===== src/common/prt_pkg.sv =====
/*
 * Constants, field layout and types of the programmable reload timer.
 * Assumes a 40 MHz APB clock and a low-speed oscillator of 32.768 kHz.
 */
package prt_pkg;

    // Clock figures
    localparam int CLK_HZ = 40_000_000;
    localparam int LS_FREQ_HZ = 32_768;
    localparam int HS_FREQ_HZ = 4_000_000;
    localparam int LS_HALF_CYCLES = CLK_HZ / (2 * LS_FREQ_HZ);
    localparam int HS_HALF_CYCLES = CLK_HZ / (2 * HS_FREQ_HZ);
    localparam real HIGH_NIBBLE_WINDOW_MS = 0.73;
    localparam real HS_SETTLE_MS = 5.0;

    // Register byte offsets
    localparam logic [7:0] CTRL_OFFSET = 8'h00;
    localparam logic [7:0] RELOAD0_OFFSET = 8'h04;
    localparam logic [7:0] RELOAD1_OFFSET = 8'h08;
    localparam logic [7:0] COUNT0_LOW_OFFSET = 8'h0c;
    localparam logic [7:0] COUNT0_HIGH_OFFSET = 8'h10;
    localparam logic [7:0] COUNT1_LOW_OFFSET = 8'h14;
    localparam logic [7:0] COUNT1_HIGH_OFFSET = 8'h18;

    // Reset values
    localparam logic [7:0] CTRL_RESET = 8'h00;
    localparam logic [7:0] RELOAD_RESET = 8'h00;
    localparam logic [7:0] COUNT_RESET = 8'h00;

    // Prescale masks for high-speed divide by 1, 4, 32
    localparam logic [4:0] PRE_DIV1 = 5'h00;
    localparam logic [4:0] PRE_DIV4 = 5'h03;
    localparam logic [4:0] PRE_DIV32 = 5'h1f;

    // Clock source codes
    typedef enum logic [1:0] {
        SRC_LOW = 2'h0,
        SRC_HS1 = 2'h1,
        SRC_HS4 = 2'h2,
        SRC_HS32 = 2'h3
    } clk_src_type;

    // Control register layout, bit 7 downward
    typedef struct packed {
        clk_src_type clk_src;    // [7:6]
        logic hs_osc_enable;     // [5]
        logic timer_output_gate; // [4]
        logic event_mode;        // [3]
        logic mode16;            // [2]
        logic [1:0] chan_run_bit; // [1:0]
    } ctrl_type;

endpackage


===== src/programmable_reload_timer.sv =====
/*
 * Two-channel programmable reload timer with an APB register slave.
 * Assumes APB requests synchronous to pclk and event_in already in the pclk domain.
 */
`timescale 1ns/10ps
`default_nettype none
module programmable_reload_timer
    import prt_pkg::*;
#(
    parameter int LS_HALF = LS_HALF_CYCLES,
    parameter int HS_HALF = HS_HALF_CYCLES
) (
    // Clock and reset
    input wire logic pclk,
    input wire logic presetn,
    // APB slave
    input wire logic psel,
    input wire logic penable,
    input wire logic pwrite,
    input wire logic [7:0] paddr,
    input wire logic [31:0] pwdata,
    output logic [31:0] prdata,
    output logic pready,
    output logic pslverr,
    // Event counter input
    input wire logic event_in,
    // Timer outputs
    output logic [1:0] underflow_irq,
    output logic timer_output_pin_signal,
    output logic high_speed_oscillator
);

    ctrl_type ctrl;
    logic [7:0] reload [2];
    logic [7:0] count [2];
    logic [1:0] running;
    logic [1:0] reload_pend;
    logic [1:0] uf_now;
    logic [1:0] ch_fall;
    logic [11:0] ls_cnt;
    logic [11:0] hs_cnt;
    logic [4:0] pre_cnt;
    logic [4:0] pre_mask;
    logic ls_tick;
    logic hs_tick;
    logic src_tick;
    logic phase;
    logic event_prev;
    logic in_fall;
    logic in_rise;
    logic out_toggle;
    logic setup;
    logic wr_done;
    logic [31:0] next_rdata;
    logic next_err;

    assign setup = psel && !penable;
    assign wr_done = psel && penable && pready && pwrite;

    // Low-speed half-period divider, free running
    always_ff @(posedge pclk or negedge presetn) begin
        if (!presetn) begin
            ls_cnt <= 12'h000;
        end else if (ls_cnt == 12'(LS_HALF - 1)) begin
            ls_cnt <= 12'h000;
        end else begin
            ls_cnt <= ls_cnt + 12'h001;
        end
    end
    assign ls_tick = (ls_cnt == 12'(LS_HALF - 1));

    // High-speed divider only runs while the oscillator is on
    always_ff @(posedge pclk or negedge presetn) begin
        if (!presetn) begin
            hs_cnt <= 12'h000;
        end else if (!ctrl.hs_osc_enable || hs_cnt == 12'(HS_HALF - 1)) begin
            hs_cnt <= 12'h000;
        end else begin
            hs_cnt <= hs_cnt + 12'h001;
        end
    end
    assign hs_tick = ctrl.hs_osc_enable && (hs_cnt == 12'(HS_HALF - 1));

    // Prescaler on high-speed half periods
    always_comb begin
        case (ctrl.clk_src)
            SRC_HS4: pre_mask = PRE_DIV4;
            SRC_HS32: pre_mask = PRE_DIV32;
            default: pre_mask = PRE_DIV1;
        endcase
    end

    always_ff @(posedge pclk or negedge presetn) begin
        if (!presetn) begin
            pre_cnt <= 5'h00;
        end else if (hs_tick) begin
            pre_cnt <= (pre_cnt & pre_mask) == pre_mask ? 5'h00 : pre_cnt + 5'h01;
        end
    end

    always_comb begin
        if (ctrl.clk_src == SRC_LOW) begin
            src_tick = ls_tick;
        end else begin
            src_tick = hs_tick && ((pre_cnt & pre_mask) == pre_mask);
        end
    end

    // Input clock phase; event mode follows the pin instead
    always_ff @(posedge pclk or negedge presetn) begin
        if (!presetn) begin
            phase <= 1'b0;
            event_prev <= 1'b0;
        end else begin
            event_prev <= event_in;
            if (src_tick) begin
                phase <= !phase;
            end
        end
    end

    always_comb begin
        if (ctrl.event_mode) begin
            in_fall = event_prev && !event_in;
            in_rise = !event_prev && event_in;
        end else begin
            in_fall = src_tick && phase;
            in_rise = src_tick && !phase;
        end
    end

    // Per-channel down counters; channel 1 chains on channel 0 in 16-bit mode
    generate
        for (genvar i = 0; i < 2; i++) begin : g_chan
            logic active;
            logic [7:0] wr_reload_offset;

            assign wr_reload_offset = (i == 0) ? RELOAD0_OFFSET : RELOAD1_OFFSET;
            if (i == 0) begin : g_clk0
                assign ch_fall[i] = in_fall;
                assign active = running[0];
            end else begin : g_clk1
                assign ch_fall[i] = ctrl.mode16 ? uf_now[0] : in_fall;
                assign active = ctrl.mode16 ? 1'b1 : running[1];
            end
            assign uf_now[i] = ch_fall[i] && active && (count[i] == 8'h00);

            // Run state only changes on an input falling edge
            always_ff @(posedge pclk or negedge presetn) begin
                if (!presetn) begin
                    running[i] <= 1'b0;
                end else if (in_fall) begin
                    running[i] <= ctrl.chan_run_bit[i];
                end
            end

            // Decrement, underflow and reload settling
            always_ff @(posedge pclk or negedge presetn) begin
                if (!presetn) begin
                    count[i] <= COUNT_RESET;
                    reload_pend[i] <= 1'b0;
                end else if (wr_done && paddr == wr_reload_offset && !active) begin
                    count[i] <= pwdata[7:0];
                end else if (ch_fall[i] && active) begin
                    count[i] <= count[i] - 8'h01;
                    if (count[i] == 8'h00) begin
                        reload_pend[i] <= 1'b1;
                    end
                end else if (in_rise && reload_pend[i]) begin
                    count[i] <= reload[i];
                    reload_pend[i] <= 1'b0;
                end
            end

            // Reload value, written by software only
            always_ff @(posedge pclk or negedge presetn) begin
                if (!presetn) begin
                    reload[i] <= RELOAD_RESET;
                end else if (wr_done && paddr == wr_reload_offset) begin
                    reload[i] <= pwdata[7:0];
                end
            end

            // Interrupt pulse in the same step as the underflow, except channel 0 in 16-bit mode
            always_ff @(posedge pclk or negedge presetn) begin
                if (!presetn) begin
                    underflow_irq[i] <= 1'b0;
                end else begin
                    underflow_irq[i] <= uf_now[i] && (i == 1 || !ctrl.mode16);
                end
            end
        end
    endgenerate

    // Control register; run bits hold no history, state is in running
    always_ff @(posedge pclk or negedge presetn) begin
        if (!presetn) begin
            ctrl <= ctrl_type'(CTRL_RESET);
        end else if (wr_done && paddr == CTRL_OFFSET) begin
            ctrl <= ctrl_type'(pwdata[7:0]);
        end
    end

    // Output toggles on the effective channel's underflow
    always_ff @(posedge pclk or negedge presetn) begin
        if (!presetn) begin
            out_toggle <= 1'b0;
        end else if (ctrl.mode16 ? uf_now[1] : uf_now[0]) begin
            out_toggle <= !out_toggle;
        end
    end

    // Gate acts regardless of the toggle phase, so a partial half period can appear
    always_ff @(posedge pclk or negedge presetn) begin
        if (!presetn) begin
            timer_output_pin_signal <= 1'b0;
            high_speed_oscillator <= 1'b0;
        end else begin
            timer_output_pin_signal <= out_toggle && ctrl.timer_output_gate;
            high_speed_oscillator <= ctrl.hs_osc_enable;
        end
    end

    // Read mux; nibbles are live counter bits, nothing is latched
    always_comb begin
        next_rdata = 32'h0000_0000;
        next_err = 1'b0;
        if (paddr == CTRL_OFFSET) begin
            next_rdata[7:0] = ctrl;
            next_rdata[1:0] = ctrl.chan_run_bit | running;
        end else if (paddr == RELOAD0_OFFSET) begin
            next_rdata[7:0] = reload[0];
        end else if (paddr == RELOAD1_OFFSET) begin
            next_rdata[7:0] = reload[1];
        end else if (paddr == COUNT0_LOW_OFFSET) begin
            next_rdata[3:0] = count[0][3:0];
        end else if (paddr == COUNT0_HIGH_OFFSET) begin
            next_rdata[3:0] = count[0][7:4];
        end else if (paddr == COUNT1_LOW_OFFSET) begin
            next_rdata[3:0] = count[1][3:0];
        end else if (paddr == COUNT1_HIGH_OFFSET) begin
            next_rdata[3:0] = count[1][7:4];
        end else begin
            next_err = 1'b1;
        end
    end

    // APB answer: captured at setup, ready for one access cycle
    always_ff @(posedge pclk or negedge presetn) begin
        if (!presetn) begin
            pready <= 1'b0;
            pslverr <= 1'b0;
            prdata <= 32'h0000_0000;
        end else if (setup) begin
            pready <= 1'b1;
            pslverr <= next_err;
            prdata <= pwrite ? 32'h0000_0000 : next_rdata;
        end else begin
            pready <= 1'b0;
            pslverr <= 1'b0;
        end
    end

endmodule
`default_nettype wire

===== config.mk =====
export PLATFORM = sky130hd
export DESIGN_NAME = programmable_reload_timer
export DESIGN_NICKNAME = d
export VERILOG_FILES = /design/src/common/prt_pkg.sv /design/src/programmable_reload_timer.sv
export SDC_FILE = /design/constraint.sdc
export NUM_CORES = 1
export LEC_CHECK = 0
export BUFFER_PORTS_ARGS = -buffer_cell sky130_fd_sc_hd__buf_4
export CAP_MARGIN = 20
export CORE_MARGIN = 8
export CORE_UTILIZATION = 35
export CTS_CLUSTER_DIAMETER = 150
export DETAILED_ROUTE_END_ITERATION = 8
export SETUP_SLACK_MARGIN = 0.15
export SLEW_MARGIN = 10
export SYNTH_ARGS = -nofsm -noshare
export SYNTH_HDL_FRONTEND = slang
export SYNTH_SLANG_ARGS = --single-unit

===== constraint.sdc =====
create_clock -name pclk -period 4.62 [get_ports pclk]
set_input_delay 0.231 -clock pclk [delete_from_list [all_inputs] [get_ports pclk]]
set_output_delay 0.231 -clock pclk [all_outputs]
set_load 0.005 [all_outputs]

======== Yosys cells after proc, flatten, opt, wreduce, memory -nomap -nowiden ========
Index checks and enable logic that the tools add are counted.
word-level totals
  bits in registers ....................... 114
  input bits .............................. 46
  output and inout port bits .............. 38
  word-level logic and storage cells ...... 132
operators by class
  add/sub/neg operators ................... 5
  eq/ne operators ......................... 13
  muxes and demuxes ....................... 40
  bitwise operators ....................... 4
  reduce and logical (&&, ||, !) cells .... 43
operators by type and width
  cell                                                                number
  8-bit 2-to-1 mux                                                    9
  12-bit by 1-bit adder with 12-bit output, second input constant     2
  8-bit by 5-bit == test with 1-bit output, second input constant     3
  8-bit logical NOT                                                   3
  12-bit 2-to-1 mux                                                   2
  4-bit 2-to-1 mux                                                    6
  1-bit logical AND                                                   23
  1-bit 2-to-1 mux                                                    21
  8-bit by 4-bit == test with 1-bit output, second input constant     2
  8-bit by 1-bit subtractor with 8-bit output, second input constant  2
  12-bit by 10-bit == test with 1-bit output, second input constant   1
  12-bit by 3-bit == test with 1-bit output, second input constant    1
  5-bit case mux with 2 select lines                                  1
  1-bit logical NOT                                                   9
  8-bit by 3-bit == test with 1-bit output, second input constant     1
  3-bit AND reduction                                                 2
  3-bit nonzero test                                                  2
  5-bit by 1-bit adder with 5-bit output, second input constant       1
  5-bit bitwise AND                                                   1
  5-bit == test                                                       1
  5-bit 2-to-1 mux                                                    1
  2-bit == test, second input constant                                2
  2-bit by 1-bit != test with 1-bit output, second input constant     2
  2-bit nonzero test                                                  2
  other kinds (4)                                                     5

======== Depth between registers and ports, before layout ========
  word-level depth ........................ 14
  gate-level depth with buffers ........... 11
  mapped depth without buffers ............ 8

======== Worst setup path after synthesis ========
Ideal clock, no wire load.
  path kind ............................... reg-to-reg
  from .................................... register count[8] in the netlist's numbering
  to ...................................... register out_toggle
  library setup time ...................... 0.123 ns
  data arrival time ....................... 2.004 ns
  path slack .............................. 2.493 ns
  stages on the path, launching flop included .. 10
  clock period less this slack ............ 2.127 ns
  cell sequence ........................... dfrtp_1 inv_1 ha_1 nor3b_1 a41oi_1 o21ba_2 buf_2 buf_4 a31oi_1 xnor2_1
on the way
  longest elaborated chain between the ends .. 6
RTL lines
  element                          RTL line                          source
  start, declared                  programmable_reload_timer.sv:35   logic [7:0] count [2];
  start signal, assigned by index  programmable_reload_timer.sv:163  count[i] <= pwdata[7:0];
  start signal, assigned by index  programmable_reload_timer.sv:165  count[i] <= count[i] - 8'h01;
  start signal, assigned by index  programmable_reload_timer.sv:170  count[i] <= reload[i];
  8-bit logical NOT (*)            programmable_reload_timer.sv:146  assign uf_now[i] = ch_fall[i] && active && (count[i] == 8'h00);
  1-bit logical AND (*)            programmable_reload_timer.sv:146
  1-bit 2-to-1 mux                 programmable_reload_timer.sv:143  assign ch_fall[i] = ctrl.mode16 ? uf_now[0] : in_fall;
  1-bit logical AND (2 in a row)   programmable_reload_timer.sv:146
  1-bit 2-to-1 mux (*)             programmable_reload_timer.sv:208  end else if (ctrl.mode16 ? uf_now[1] : uf_now[0]) begin
  end signal, assigned             programmable_reload_timer.sv:209  out_toggle <= !out_toggle;
  end, declared                    programmable_reload_timer.sv:51   logic out_toggle;
Mark *: on every way between the ends. The rest lies on a longest branch, timed or not.
A chain may end at the register's enable or synchronous reset.

======== Worst setup path in the final report ========
  from .................................... register count[8] in the netlist's numbering
  to ...................................... register count[6] in the netlist's numbering
on the way
  longest elaborated chain between the ends .. 6
RTL lines
  element                RTL line                          source
  8-bit logical NOT (*)  programmable_reload_timer.sv:146
  1-bit logical AND (*)  programmable_reload_timer.sv:146
  1-bit 2-to-1 mux (*)   programmable_reload_timer.sv:143
  1-bit logical AND (*)  programmable_reload_timer.sv:164  end else if (ch_fall[i] && active) begin
  8-bit 2-to-1 mux       programmable_reload_timer.sv:164
  8-bit 2-to-1 mux       programmable_reload_timer.sv:162  end else if (wr_done && paddr == wr_reload_offset && !active) begin
Marks and branches as above.

==> reports/qor_table.md <==
| Item | This run | Unit |
|:---|:---|:---|
| Total clock buffers created by CTS | 9 | - |
| Max Fanout on Critical Path | 18 | - |
| Crit path arrival time | 2920 | ps |
| Level count of the clock H-tree | 3 | - |
| Fill cells | 1449 | - |
| Detailed-route vias per instance | 5.34 | - |
| Stage delay of the slowest cell on the critical path | 590 | ps |
| Aggregate global routing overflow | 0 | - |
| Maximum clock frequency | 372 | MHz |
| TritonCTS clock tree | done | - |
| Half-perimeter wire length after placement | 9050 | um |
| Row cnt | 44 | - |
| Post-synth top flop | sky130_fd_sc_hd__dfrtp_1 | - |
| DRT Wirelength | 12400 | um |
| Placed standard-cell area | 0.00537 | mm2 |
| Worst hold path class | input pin to flip-flop | - |
| Setup crit start | count[8]$_DFFE_PN0P_ | - |
| Vertical extent of the die | 136 | um |
| Number of placed I/O pins | 84 | - |
| Starting utilization of the core area | 0.353 | - |
| CTS Buffer Depth | 2 | - |
| Synth warnings | 0 | - |
| Count of flip-flops with a built-in enable after synthesis | 0 | - |
| Max-cap viol count | 0 | - |
| Clock latency at the later pin of the worst-skew pair | 340 | ps |
| Largest vdd supply drop | 0.000141 | V |
| Post-synthesis sequential element count | 90 | - |
| Unrepaired setup endpoints after global routing | no | - |
| Fraction of layout cells with a size suffix above 1 | 0.167 | - |
| Category of cells accounting for the largest share of critical-path delay | compound AO/OA/AOI/OAI gates | - |
| Cell area after layout | 0.00567 | mm2 |
| Setup violation total in the final timing report | 0 | - |
| Kind of end point of the critical path | flip-flop | - |
| Average routed wire per standard cell | 16.8 | um |
| Power density cells | 279 | mW/mm2 |
| Core footprint | 0.0143 | mm2 |
| Initial detailed-routing violation count | 265 | - |
| Number of global-route vias before repair | 3936 | - |
| Total number of vias | 3928 | - |
| Cell area after synthesis | 0.00505 | mm2 |
| Critical R2R Launch | count[8]$_DFFE_PN0P_ | - |
| Fraction of synthesis flops using an asynchronous set or reset pin | 1.00 | - |
| Critical path data required time | 4860 | ps |
| Most common library cell in the layout ignoring fill and taps | sky130_fd_sc_hd__dfrtp_1 | - |
| Worst setup SP type | flip-flop | - |
| Number of inserted diodes | 0 | - |
| Number of standard cells after synthesis | 519 | - |
| Critical hold path startpoint | event_in | - |
| Worst Max-Slew Pin Slew | 852 | ps |
| Number of nets with antenna violations after detailed routing | 0 | - |
| Area growth, synth to finish | 12.3 | % |
| Distinct cell type count of the synthesized netlist | 70 | - |
| Tot GR Track Use | 0.139 | - |
| Leakage power of the design | 2.51 | nW |
| First-pass GRT wire length | 20500 | um |
| Classification of the worst setup path | flip-flop to flip-flop | - |
| Top library cells by usage in the layout, fill and taps aside | 90 x sky130_fd_sc_hd__dfrtp_1, 46 x sky130_fd_sc_hd__nor2_1, 36 x sky130_fd_sc_hd__buf_4 | - |
| Status | finished, final reports clean | - |
| Number of port buffers | 35 | - |
| DR pass1 iterations | 4 | - |
| Largest net degree at the start of global routing | 64 | - |
| Final worst clock skew | 8.77 | ps |
| Worst-path cell with the longest stage delay | sky130_fd_sc_hd__nor3b_1 | - |
| Post-layout minimum cycle time | 2690 | ps |
| Clock tree sinks | 90 | - |
| Cell at the root of the clock tree | sky130_fd_sc_hd__clkbuf_16 | - |
| Antenna violations before repair | 0 | - |
| Nets | 601 | - |
| Total count of hold-check failures in the final report | 0 | - |
| Worst Path Buf+Inv | 1 | - |
| Die area | 0.0185 | mm2 |
| Average size of a mapped cell | 9.73 | um2 |
| Min Hold Slack | 16.0 | ps |
| Sum of negative setup slack | 0 | ps |
| Setup bufs post-CTS | 0 | - |
| DR DRC count | 0 | - |
| Sequential fraction of the synthesis area | 0.446 | - |
| Post-cts resize count | 0 | - |
| X dimension of the die | 136 | um |
| Period utilization | 0.582 | - |
| GPL Wtd Cong | 0.929 | - |
| Final max-slew violation count | 0 | - |
| CP Cell Sequence | inv_1 > ha_1 > nor3b_1 > a41oi_1 > o21ba_2 > a311oi_1 > o41ai_2 | - |
| Relative slew margins | 0.428 | - |
| Clk pin slew, worst setup/hold paths | 60 | ps |
timing repair:
item / in CTS / in global routing
hold endpoints to repair: 27 / 0
hold buffers: 1 / 0
setup endpoints to repair: 0 / 0
stage by stage:
| step | setup slack, ps | util | total power, mW | instances |
|---|---|---|---|---|
| 5_1_grt | 1610 | 0.396 | 1.64 | 736 |
| 2_1_floorplan | 2490 | - | 0.855 | 542 |
| 6_report | 1930 | 0.396 | 1.58 | 736 |
| 3_5_place_dp | 1950 | 0.375 | 0.889 | 719 |
| 3_3_place_gp | 1970 | 0.375 | 0.887 | 719 |
| 4_1_cts | 1940 | 0.396 | 1.60 | 736 |
synthesized netlist by cell type (12+ instances only):
library cell | n | area [um2]
sky130_fd_sc_hd__mux2_2 | 25 | 282
sky130_fd_sc_hd__a21oi_1 | 32 | 160
sky130_fd_sc_hd__dfrtp_1 | 90 | 2250
sky130_fd_sc_hd__clkbuf_1 | 13 | 48.8
sky130_fd_sc_hd__inv_1 | 20 | 75.1
sky130_fd_sc_hd__nand2_1 | 29 | 109
sky130_fd_sc_hd__xnor2_1 | 15 | 131
sky130_fd_sc_hd__o21ai_0 | 26 | 130
sky130_fd_sc_hd__nand3_1 | 24 | 120
sky130_fd_sc_hd__nor2_1 | 46 | 173
sky130_fd_sc_hd__nand2b_1 | 12 | 75.1
sky130_fd_sc_hd__buf_4 | 25 | 188
cells by family after synthesis:
family,count (synthesis),synth area share
buffers and inverters,63,0.0677
other,1,0.000743
muxes,33,0.0716
and+or+nand+nor,187,0.202
DFF,90,0.446
xor gates and xnor gates,26,0.0451
AOI/OAI and AO/OA,111,0.147
adders and majority gates,8,0.0198
report_power, final:
group          leakage [nW]  total (mW)  switching (mW)  internal [mW]
clock network         0.138       0.710           0.314          0.396
logic                  1.17      0.0757          0.0502         0.0254
registers              1.19       0.798         0.00558          0.793
total                  2.51        1.58           0.370           1.21
final timing paths:
check	cells after the start	slack (ps)	to
hold reg to reg	1	470	out_toggle$_DFFE_PN0P_
setup reg to reg	7	1930	count[6]$_DFFE_PN0P_
min in group asynchronous	2	350	reload[0]$_DFFE_PN0P_
hold / removal	1	20	event_prev$_DFF_PN0_
max in group asynchronous	3	3140	phase$_DFFE_PN0N_
setup / recovery	7	1930	count[6]$_DFFE_PN0P_
flip-flops by register name (all words and copies together), names as in the netlist:
register and cells:
count 16, reload 16, hs_cnt 12, ls_cnt 12, ctrl 8, prdata 8
pre_cnt 5, reload_pend 2, underflow_irq 2, event_prev 1, g_chan.active 1, high_speed_oscillator 1
out_toggle 1, phase 1, pready 1, pslverr 1, running 1, timer_output_pin_signal 1
layer usage:
| metal | part of all wire | global-route usage |
|---|---|---|
| met1 | 0.47 | 0.191 |
| met2 | 0.46 | 0.212 |
| met3 | 0.046 | 0.0266 |
| met4 | 0.020 | 0.0519 |
| met5 | 0 | 0 |
area by class of cell:
| type | count | area (um2) | area share |
|---|---|---|---|
| repair buffers | 37 | 280 | 0.0494 |
| multi-input cells | 389 | 2540 | 0.448 |
| well taps | 184 | 230 | 0.0406 |
| clock buffers | 11 | 253 | 0.0446 |
| inverters | 20 | 75.1 | 0.0132 |
| clock inverters | 5 | 37.5 | 0.00662 |
| flip-flops and latches | 90 | 2250 | 0.397 |
(Power assumes the default switching activity.)
